File: src/rtl/pbs_defines.svh
// Constants for the bridge state control block
`ifndef PBS_DEFINES_SVH
`define PBS_DEFINES_SVH

// Clock and toggle-loss timing
`define PBS_CLK_PERIOD_NS     50
`define PBS_TOGGLE_TIMEOUT_NS 10000
`define PBS_TOGGLE_CYCLES     (`PBS_TOGGLE_TIMEOUT_NS / `PBS_CLK_PERIOD_NS)
`define PBS_CNT_W             9

// Synchroniser width and bit positions of the pin vector
`define PBS_SYNC_W  10
`define PBS_IN_PDN  0
`define PBS_IN_RST  1
`define PBS_IN_AP   2
`define PBS_IN_AM   3
`define PBS_IN_BP   4
`define PBS_IN_BM   5
`define PBS_IN_OVC  6
`define PBS_IN_OVT  7
`define PBS_IN_LOWV 8
`define PBS_IN_WARN 9
`define PBS_SYNC_RESET 10'h000

// Status codes {shutdown, code1, code0}
`define PBS_CODE_W       3
`define PBS_CODE_ILLEGAL 3'h0
`define PBS_CODE_OVC     3'h1
`define PBS_CODE_OVT     3'h2
`define PBS_CODE_LOWV    3'h3
`define PBS_CODE_WARN    3'h6
`define PBS_CODE_NORMAL  3'h7
`define PBS_CODE_SD      2
`define PBS_CODE_B1      1
`define PBS_CODE_B0      0

`endif

File: src/rtl/pbs_pkg.sv
// Types and shared decode for the bridge state control block
`default_nettype none
package pbs_pkg;

  // Output mode, Gray coded along power-down, reset, run, faults
  typedef enum logic [2:0]
  {
    PBS_PWRDN     = 3'h0,
    PBS_RESET     = 3'h1,
    PBS_RUN       = 3'h3,
    PBS_FAULT_LOW = 3'h2,
    PBS_FAULT_HIZ = 3'h6
  } pbs_mode_e;

  // Equal plus and minus levels are not a valid complementary pair
  function automatic logic pbs_illegal(input logic plus, input logic minus);
  begin
    pbs_illegal = (plus == minus);
  end
  endfunction

endpackage
`default_nettype wire

File: src/rtl/pbs_toggle_watch.sv
// Loss-of-toggle detector for one PWM input
`default_nettype none
module pbs_toggle_watch
  import pbs_pkg::*;
(
  // Clock and reset
  input  wire logic clk,
  input  wire logic rst_b,
  // Watched level, already synchronised, and hold-off
  input  wire logic level,
  input  wire logic clear,
  // Toggle lost
  output var  logic lost
);

  `include "pbs_defines.svh"

  localparam logic [`PBS_CNT_W-1:0] Timeout =
    `PBS_CNT_W'(`PBS_TOGGLE_CYCLES);

  logic                  lastLevel;
  logic [`PBS_CNT_W-1:0] idleCnt;
  logic                  next_lastLevel;
  logic [`PBS_CNT_W-1:0] next_idleCnt;
  logic                  next_lost;

  // Count cycles since the last edge, saturating at the timeout
  always_comb
  begin
    next_lastLevel = level;
    next_idleCnt   = idleCnt;
    next_lost      = lost;
    if (clear || (level != lastLevel))
    begin
      next_idleCnt = '0;
      next_lost    = 1'b0;
    end
    else if (idleCnt >= Timeout)
    begin
      next_lost = 1'b1;
    end
    else
    begin
      next_idleCnt = idleCnt + `PBS_CNT_W'(1);
    end
  end

  // State registers
  always_ff @(posedge clk or negedge rst_b)
  begin
    if (!rst_b)
    begin
      lastLevel <= 1'b0;
      idleCnt   <= '0;
      lost      <= 1'b0;
    end
    else
    begin
      lastLevel <= next_lastLevel;
      idleCnt   <= next_idleCnt;
      lost      <= next_lost;
    end
  end

endmodule
`default_nettype wire

File: src/rtl/pbs_bridge_ctrl.sv
// H-bridge state control: decode, overrides, fault shutdown, status
// Functional notes
// - Power-down low puts bridge outputs high impedance, status released high.
// - Reset low ignores PWM, drives both bridge outputs low, status high.
// - Reset low clears every recorded fault; the short latch clears only while over-current is absent.
// - Normal mode: plus 1 minus 0 drives high, plus 0 minus 1 low.
// - Equal plus and minus is illegal: output low, status low.
// - Any fault shuts the bridge at once and pulls status low.
// - Over-current gives high impedance; other faults drive outputs low.
// - Status is open drain: released for normal, driven low in fault.
// - Side B uses identical decoding, overrides and fault mapping.
// - Over-current latches until reset; other faults recover on their own.
// - Loss of PWM toggling is treated as an illegal input.
// - Status and two code bits encode each condition per code table.
`default_nettype none
module pbs_bridge_ctrl
  import pbs_pkg::*;
(
  // Clock and reset
  input  wire logic clk,
  input  wire logic rst_b,
  // Control pins
  input  wire logic power_down_n,
  input  wire logic mute_reset_n,
  // PWM pairs from the modulator
  input  wire logic side_a_plus_in,
  input  wire logic side_a_minus_in,
  input  wire logic side_b_plus_in,
  input  wire logic side_b_minus_in,
  // Analog sense results
  input  wire logic overCurrent,
  input  wire logic overTemp,
  input  wire logic lowVoltage,
  input  wire logic tempWarning,
  // Bridge drive, level and enable per side
  output var  logic bridge_a_out,
  output var  logic bridge_a_oe,
  output var  logic bridge_b_out,
  output var  logic bridge_b_oe,
  // Open-drain status, enable high pulls the pin low
  output var  logic shutdownNOe,
  output var  logic fault_code_bit1_n_oe,
  output var  logic fault_code_bit0_n_oe
);

  `include "pbs_defines.svh"

  logic [`PBS_SYNC_W-1:0] pinMeta;
  logic [`PBS_SYNC_W-1:0] pinSync;
  logic [`PBS_SYNC_W-1:0] pinRaw;

  logic                   ovcLatch;
  logic                   next_ovcLatch;

  pbs_mode_e              mode;
  logic [`PBS_CODE_W-1:0] code;

  logic                   next_bridgeAOut;
  logic                   next_bridgeAOe;
  logic                   next_bridgeBOut;
  logic                   next_bridgeBOe;
  logic                   next_shutdownNOe;
  logic                   next_code1Oe;
  logic                   next_code0Oe;

  logic                   pwrDown;
  logic                   inReset;
  logic                   ovcNow;
  logic                   lostA;
  logic                   lostB;
  logic                   illegalA;
  logic                   illegalB;
  logic                   illegalAny;
  logic                   watchClear;

  // Gather the pins so one synchroniser covers them all
  assign pinRaw = {tempWarning, lowVoltage, overTemp, overCurrent,
                   side_b_minus_in, side_b_plus_in,
                   side_a_minus_in, side_a_plus_in,
                   mute_reset_n, power_down_n};

  // Two-flop synchroniser; only the second stage is read
  always_ff @(posedge clk or negedge rst_b)
  begin
    if (!rst_b)
    begin
      pinMeta <= `PBS_SYNC_RESET;
      pinSync <= `PBS_SYNC_RESET;
    end
    else
    begin
      pinMeta <= pinRaw;
      pinSync <= pinMeta;
    end
  end

  // Override levels taken from the synchronised pins
  assign pwrDown    = ~pinSync[`PBS_IN_PDN];
  assign inReset    = ~pinSync[`PBS_IN_RST];
  assign ovcNow     = pinSync[`PBS_IN_OVC];
  // Watchers restart while power-down or reset holds the bridge
  assign watchClear = pwrDown | inReset;

  // Loss of toggling watched on the plus input of each side
  pbs_toggle_watch uWatchA
  (
    .clk   (clk),
    .rst_b (rst_b),
    .level (pinSync[`PBS_IN_AP]),
    .clear (watchClear),
    .lost  (lostA)
  );

  pbs_toggle_watch uWatchB
  (
    .clk   (clk),
    .rst_b (rst_b),
    .level (pinSync[`PBS_IN_BP]),
    .clear (watchClear),
    .lost  (lostB)
  );

  // Illegal pair or stalled input, per side
  assign illegalA = pbs_illegal(pinSync[`PBS_IN_AP],
                                pinSync[`PBS_IN_AM]) | lostA;
  assign illegalB = pbs_illegal(pinSync[`PBS_IN_BP],
                                pinSync[`PBS_IN_BM]) | lostB;
  // One bad side shuts the whole bridge, both halves go low together
  assign illegalAny = illegalA | illegalB;

  // Short-circuit latch; a new event beats a clear in the same cycle
  always_comb
  begin
    next_ovcLatch = ovcLatch;
    if (ovcNow)
    begin
      next_ovcLatch = 1'b1;
    end
    else if (inReset)
    begin
      next_ovcLatch = 1'b0;
    end
  end

  always_ff @(posedge clk or negedge rst_b)
  begin
    if (!rst_b)
    begin
      ovcLatch <= 1'b0;
    end
    else
    begin
      ovcLatch <= next_ovcLatch;
    end
  end

  // Mode selection; power-down outranks reset, reset outranks faults
  always_comb
  begin
    if (pwrDown)
    begin
      mode = PBS_PWRDN;
    end
    else if (inReset)
    begin
      mode = PBS_RESET;
    end
    else if (ovcLatch || ovcNow)
    begin
      mode = PBS_FAULT_HIZ;
    end
    else if (pinSync[`PBS_IN_LOWV] || pinSync[`PBS_IN_OVT] || illegalAny)
    begin
      mode = PBS_FAULT_LOW;
    end
    else
    begin
      mode = PBS_RUN;
    end
  end

  // Status code; released pins read high during power-down and reset
  always_comb
  begin
    case (mode)
      PBS_PWRDN:     code = `PBS_CODE_NORMAL;
      PBS_RESET:     code = `PBS_CODE_NORMAL;
      PBS_FAULT_HIZ: code = `PBS_CODE_OVC;
      PBS_FAULT_LOW:
      begin
        // Supply problems are reported ahead of temperature and input
        if (pinSync[`PBS_IN_LOWV])
        begin
          code = `PBS_CODE_LOWV;
        end
        else if (pinSync[`PBS_IN_OVT])
        begin
          code = `PBS_CODE_OVT;
        end
        else
        begin
          code = `PBS_CODE_ILLEGAL;
        end
      end
      PBS_RUN:
      begin
        // Warning keeps the bridge running, only the code changes
        code = pinSync[`PBS_IN_WARN] ? `PBS_CODE_WARN
                                     : `PBS_CODE_NORMAL;
      end
      default:       code = `PBS_CODE_ILLEGAL;
    endcase
  end

  // Next output values; both sides share the same mapping
  always_comb
  begin
    next_bridgeAOut = 1'b0;
    next_bridgeBOut = 1'b0;
    next_bridgeAOe  = 1'b1;
    next_bridgeBOe  = 1'b1;
    case (mode)
      PBS_PWRDN, PBS_FAULT_HIZ:
      begin
        next_bridgeAOe = 1'b0;
        next_bridgeBOe = 1'b0;
      end
      PBS_RUN:
      begin
        next_bridgeAOut = pinSync[`PBS_IN_AP];
        next_bridgeBOut = pinSync[`PBS_IN_BP];
      end
      default:
      begin
        // Reset and low-low fault keep both outputs driven low
        next_bridgeAOut = 1'b0;
        next_bridgeBOut = 1'b0;
      end
    endcase
    // Open drain: enable high pulls a zero bit onto the pin
    next_shutdownNOe = ~code[`PBS_CODE_SD];
    next_code1Oe     = ~code[`PBS_CODE_B1];
    next_code0Oe     = ~code[`PBS_CODE_B0];
  end

  // Output registers; reset value is the powered-down safe state
  always_ff @(posedge clk or negedge rst_b)
  begin
    if (!rst_b)
    begin
      bridge_a_out         <= 1'b0;
      bridge_a_oe          <= 1'b0;
      bridge_b_out         <= 1'b0;
      bridge_b_oe          <= 1'b0;
      shutdownNOe          <= 1'b0;
      fault_code_bit1_n_oe <= 1'b0;
      fault_code_bit0_n_oe <= 1'b0;
    end
    else
    begin
      bridge_a_out         <= next_bridgeAOut;
      bridge_a_oe          <= next_bridgeAOe;
      bridge_b_out         <= next_bridgeBOut;
      bridge_b_oe          <= next_bridgeBOe;
      shutdownNOe          <= next_shutdownNOe;
      fault_code_bit1_n_oe <= next_code1Oe;
      fault_code_bit0_n_oe <= next_code0Oe;
    end
  end

endmodule
`default_nettype wire

File: config.mk
export PLATFORM = sky130hd
export DESIGN_NAME = pbs_bridge_ctrl
export DESIGN_NICKNAME = d
export VERILOG_FILES = /design/src/rtl/pbs_pkg.sv /design/src/rtl/pbs_toggle_watch.sv /design/src/rtl/pbs_bridge_ctrl.sv
export VERILOG_INCLUDE_DIRS = /design/src /design/src/rtl
export SDC_FILE = /design/constraint.sdc
export NUM_CORES = 1
export LEC_CHECK = 0
export BUFFER_PORTS_ARGS = -buffer_cell sky130_fd_sc_hd__buf_2
export CORE_UTILIZATION = 65
export CTS_BUF_LIST = sky130_fd_sc_hd__clkbuf_8
export CTS_CLUSTER_SIZE = 20
export DETAILED_ROUTE_END_ITERATION = 10
export MAX_ROUTING_LAYER = met4
export PLACE_DENSITY_LB_ADDON = 0.3
export SYNTH_ARGS = -nofsm -noshare
export SYNTH_HDL_FRONTEND = slang
export SYNTH_SLANG_ARGS = --single-unit
File: constraint.sdc
create_clock -name clk -period 3.55 [get_ports clk]
set_input_delay 0.1775 -clock clk [delete_from_list [all_inputs] [get_ports clk]]
set_output_delay 0.1775 -clock clk [all_outputs]
set_load 0.01 [all_outputs]
==> results of run 1 <==
synthesized netlist by cell type, drive strengths merged, types with 2 or more instances:
| master | count | share of area |
|---|---|---|
| clkbuf | 3 | 0.0059 |
| a31oi | 2 | 0.0065 |
| a21oi | 14 | 0.037 |
| buf | 2 | 0.0098 |
| or4 | 9 | 0.035 |
| o21ai | 5 | 0.013 |
| nand2 | 7 | 0.014 |
| nor2 | 9 | 0.018 |
| xnor2 | 4 | 0.018 |
| o31ai | 7 | 0.027 |
| nand3 | 8 | 0.021 |
| inv | 9 | 0.018 |
| and2 | 2 | 0.0065 |
| nor3 | 3 | 0.0078 |
| dfrtp | 49 | 0.64 |
| nor4 | 2 | 0.0065 |
| o311ai | 2 | 0.0092 |
| nor3b | 2 | 0.0078 |
| ha | 4 | 0.026 |
| o311a | 2 | 0.010 |
cell families after synthesis:
family                   Yosys count  share of synthesized area
AND/OR/NAND/NOR                   52                      0.156
adder cells (fa/ha/maj)            4                     0.0261
XOR/XNOR                           4                     0.0183
buffers and inverters             14                     0.0333
flip-flops                        49                      0.641
multiplexers                       1                    0.00523
AO/OA/AOI/OAI                     36                      0.120
stage by stage:
step	hold slack, ns	cell area (um^2)	instances
after floorplan	-0.118	1910	160
after global placement	0.285	2010	204
after detailed placement	0.287	2010	204
after CTS	0.0772	2200	222
after global routing	0.135	2200	222
final	0.0486	2200	222
where the power goes:
part / leakage (nW) / switching [mW] / total, mW / internal, mW
clock: 0.0445 / 0.179 / 0.318 / 0.140
sequential: 0.626 / 0.0101 / 0.585 / 0.575
combinational: 0.293 / 0.0271 / 0.0487 / 0.0216
sequential cells by signal, summed over array words and instances, names as in the netlist, 9 cells and up:
signal,cells
pinMeta,10
uWatchA.idleCnt,9
uWatchB.idleCnt,9
pinSync,10
layer usage:
| metal | share of wire | wire [um] |
|---|---|---|
| met1 | 0.41 | 1420 |
| met2 | 0.53 | 1820 |
| met3 | 0.043 | 147 |
| met4 | 0.013 | 43 |
| met5 | 0 | 0 |
area by class of cell:
type | count | area, um^2 | area share
clock buffer | 5 | 68.8 | 0.0312
multi-input combinational | 97 | 624 | 0.283
clock inverter | 3 | 21.3 | 0.00965
timing repair buffer | 28 | 190 | 0.0863
tap | 31 | 38.8 | 0.0176
inverter | 9 | 33.8 | 0.0153
sequential | 49 | 1230 | 0.557
worst max-delay path by stage:
stage	startpoint	endpoint	slack (ns)	cells after the start
finish	uWatchB.idleCnt[4]	uWatchB.idleCnt[4]	1.91	3
global route	uWatchA.idleCnt[5]	uWatchA.idleCnt[3]	1.79	3
CTS	uWatchB.idleCnt[4]	uWatchB.idleCnt[4]	1.91	3
detailed placement	uWatchB.idleCnt[4]	uWatchB.idleCnt[4]	1.94	3
global placement	uWatchB.idleCnt[4]	uWatchB.idleCnt[4]	2.00	3
floorplan	uWatchB.idleCnt[4]	uWatchB.idleCnt[4]	2.01	4
==> run metrics, run 1 <==
number of global-route vias before repair about 1400; CTS max path bufs 2; Setup Total Neg Slack 0 ns; syn avg cell area 12.0 um^2; Hold Path Class in -> async; #FFs+latches synth 49; R2R Path Start uWatchB.idleCnt[4]; Area growth syn-to-layout 15.1%; FP Rows 19; global-route wire length before repair between 6000 and 7000 um; crit path max-delay cell type or4_1; WP buf/inv 0; Final setup viols 0; ys async rst share 1.00; status completed; post-synthesis cell count 160; H-tree Lvls 2; Pwr Total 952 uW; DRC viols 0; die height between 50 and 60 um; commonest non-fill, non-tap cell in the layout dfrtp_1; Pins Over Slew Limit 0; io pins 19; M2 GR Usage 0.444; crit path launch type flip-flop; die area about 3200 um^2; Tcrit/Tclk final 0.463; DR WL/cell roughly 15 um; Clock Sink Count 49; antenna cells 0; layout cells sized above 1 0.147; top_reg_cell synth dfrtp_1; PwrDens about 430 nW/um^2; syn nets around 180; CTS tree built; final hold viol count 0; most frequent cells in the layout dfrtp_1, buf_2, a21oi_1; Pleak roughly 0.96 nW; Warnings, synthesis 0; maximum vdd ir drop 596 uV; max_slew headroom 0.324; RR Endpoint uWatchB.idleCnt[4]; # port buffers 18; gr ovfl total 0; initial DRC count 61; Total GRT Usage 0.272; GR Util met1 0.327; Seq/Total Area, Yosys 0.641; worst-case reg-to-reg path depth 3; core area around 2800 um^2; FMAX roughly 610 MHz; Final Util 0.792; Post-synth EDFFs 0; cell area after synthesis between 1500 and 2000 um^2; Layout Nets approximately 200; die width between 50 and 60 um; worst skew pair latency around 0.30 ns; Worst-Margin Slew around 1 ns; max-cap viol count 0; Routed WL 3440 um; First-pass DRT Iterations 4; Synth cell types 36; critical path class reg -> reg; Reg2Reg Setup Slack 1.91 ns; CP Data Arrival Time approximately 1.9 ns; unrepaired setup endpoints after global routing no; vias after detailed routing roughly 1300; initial core utilization 0.688; minimum clock period approximately 1.6 ns; Post-DRT Antenna Nets 0; post-CTS sizing 0; detailed placement HPWL ~2100 um; FILL cells 178; GR Util met3 0.0691; TritonCTS buffer count 5; routed vias/inst 5.96; worst slack at placement a little under 2 ns; Setup Skew 0.00259 ns; CP max stage delay 0.49 ns; initial antenna violation count 0; hold buffers post-CTS 10; clk root buf clkbuf_8; cell family with most CP delay compound AO/OA/AOI/OAI gates; global route hottest layer met2; CP Capture Type flip-flop; Post-CTS Setup Bufs 0; Final GP Congestion ~0.83; CP max FO 10; worst path cell trace o311a_1, or4_1, a21oi_1; CP Data Required Time between 3 and 4 ns; setup ws final approximately 1.9 ns; largest net degree at the start of global routing 50; Clk pin slew, worst setup/hold paths 0.08 ns
Power figures use the tool's default switching activity.
==> run 2, diff against run 1 <==
- CORE_UTILIZATION: 65 -> 54
- clock period: 3.55 -> 1.5 ns (I/O delays scaled with it)
==> run 2 against run 1 <==
Net effect: cell area is 12% higher; sequential power is 140% higher; sequential share of layout area is 6.1 points lower; die area is 20% higher; count of clock-buffer cells in the layout stayed put; maximum frequency is 11% higher; clock skew is 0.0036 ns higher; non-clock buffer count is 19 higher; routed wire length is 13% higher; global-route usage is 3.1 points lower; critical endpoint is now uWatchA.idleCnt[3].
==> run metrics, run 2 (synthesized netlist as in run 1, its figures left out) <==
DR WL/cell 15.1 um (was 15.5 um); unrepaired setup endpoints after global routing yes (was no); wl on met1 1650 um (was 1420 um); crit path max-delay cell type or4_4 (was or4_1); DRC viols 0 (unchanged); WHS 0.253 ns (was 0.0486 ns); number of global-route vias before repair 1314 (was 1369); max_slew headroom 0.674 (was 0.324); Worst-Margin Slew 0.489 ns (was 1.01 ns); final hold viol count 0 (unchanged); met2 wire length 2030 um (was 1820 um); gr ovfl total 0 (unchanged); Tcrit/Tclk final 0.989 (was 0.463); maximum vdd ir drop 811 uV (was 596 uV); Total GRT Usage 0.242 (was 0.272); Clk pin slew, worst setup/hold paths 0.09 ns (was 0.08 ns); initial DRC count 102 (was 61); met3 routed WL 135 um (was 147 um); CTS tree built (unchanged); highest metal used met4 (unchanged); CTS max path bufs 2 (unchanged); worst skew pair latency 0.31 ns (was 0.30 ns); initial core utilization 0.569 (was 0.688); First-pass DRT Iterations 4 (unchanged); global-route wire length before repair 6000 um (was 6200 um); CP max FO 3 (was 10); minimum clock period 1.48 ns (was 1.64 ns); crit path launch type flip-flop (unchanged); die area 3790 um^2 (was 3170 um^2); worst-case reg-to-reg path depth 3 (unchanged); detailed placement HPWL 2300 um (was 2130 um); clk root buf clkbuf_8 (unchanged); Critical Path Source uWatchA.idleCnt[4] (was uWatchB.idleCnt[4]); initial antenna violation count 0 (unchanged); vias after detailed routing 1414 (was 1323); critical path class reg -> reg (unchanged); Pins Over Slew Limit 0 (unchanged); Pleak 1.10 nW (was 0.963 nW); status completed (unchanged); Hold Path Class in -> async (unchanged); core area 3360 um^2 (was 2780 um^2); routed vias/inst 5.52 (was 5.96); worst path cell trace o311a_1, or4_4, a21oi_2 (was o311a_1, or4_1, a21oi_1); Routed WL 3870 um (was 3440 um); layout cells sized above 1 0.286 (was 0.147); antenna cells 0 (unchanged); Area growth syn-to-layout 29.3% (was 15.1%); Final Util 0.736 (was 0.792); Clock Sink Count 49 (unchanged); TritonCTS buffer count 5 (unchanged); CP Data Arrival Time 1.72 ns (was 1.87 ns); die height 61.5 um (was 56.3 um); Final setup viols 0 (unchanged); CP max stage delay 0.49 ns (about the same); # port buffers 18 (unchanged); most frequent cells in the layout dfrtp_1, buf_2, buf_4 (was dfrtp_1, buf_2, a21oi_1); die width 61.5 um (was 56.3 um); FP Rows 21 (was 19); largest net degree at the start of global routing 29 (was 50); largest registers pinMeta x10, pinSync x10 (unchanged); io pins 19 (unchanged); Layout Nets 225 (was 206); PwrDens 996 nW/um^2 (was 432 nW/um^2); FMAX 674 MHz (was 609 MHz); Final GP Congestion 0.856 (was 0.827); Setup Skew 0.00624 ns (was 0.00259 ns); CP Data Required Time 1.74 ns (was 3.77 ns); R2R Path Start uWatchA.idleCnt[4] (was uWatchB.idleCnt[4]); RR Endpoint uWatchA.idleCnt[3] (was uWatchB.idleCnt[4]); Reg2Reg Setup Slack 0.02 ns (was 1.91 ns); H-tree Lvls 2 (unchanged); CP Capture Type flip-flop (unchanged); max-cap viol count 0 (unchanged); Post-DRT Antenna Nets 0 (unchanged); worst setup path endpoint uWatchA.idleCnt[3] (was uWatchB.idleCnt[4]); commonest non-fill, non-tap cell in the layout dfrtp_1 (unchanged)
## run 2: cell types whose count changed in the layout (fill, tap and decap cells not counted), sizes merged
cell / previous run / this run
dlygate4sd3: 10 / 11
clkinvlp: 1 / 0
bufinv: 0 / 1
buf: 18 / 36
## run 2: worst min path at each step
stage and to:
6_report bridge_a_out, 5_1_grt bridge_a_out, 4_1_cts ovcLatch, 3_5_place_dp bridge_b_out
3_3_place_gp uWatchB.idleCnt[7], 2_1_floorplan bridge_a_out
## run 2: repair_timing
action                                  in CTS  in global routing
setup buffers                                1                  4
pin swaps                                    2                  0
endpoints found under the hold margin       31                  0
hold buffers                                11                  0
gates resized for setup                      1                 19
endpoints found under the setup margin       1                 12
## run 2: final cells by class
cell class,instances,area [um^2]
inverter,9,33.8
timing repair buffer,47,348
sequential,49,1230
fill,243,887
clock inverter,3,43.8
multi-input combinational,97,697
tap,46,57.6
clock buffer,5,68.8
## run 2: per-layer routing
layer	up-vias	global-route usage
li1	677	-
met1	704	0.294
met2	28	0.370
met3	5	0.0861
met4	0	0.0921
met5	-	-
## run 2: power by group
part,switching [mW],internal [mW],total (mW)
combinational,0.0724,0.0672,0.140
clock,0.444,0.499,0.943
sequential,0.0235,1.36,1.38
total,0.540,1.93,2.47
## run 2: metrics by stage
step | power [mW] | std cells | cell area [um^2] | setup TNS (ns) | worst slack (ns)
after floorplan | 1.45 | 160 | 1910 | 0 | 0.0128
after global placement | 1.51 | 232 | 2140 | 0 | 0.0692
after detailed placement | 1.52 | 232 | 2140 | -0.00661 | -0.00661
after CTS | 2.47 | 252 | 2380 | 0 | 0.00714
after global routing | 2.56 | 256 | 2480 | -0.0404 | -0.0192
final | 2.47 | 256 | 2480 | 0 | 0.0162
## run 2: critical path: cells and delay by family, from the launching register on
kind | cells | cell delay, ns
compound gates | 2 | 0.53
flops | 1 | 0.39
simple gates | 1 | 0.49
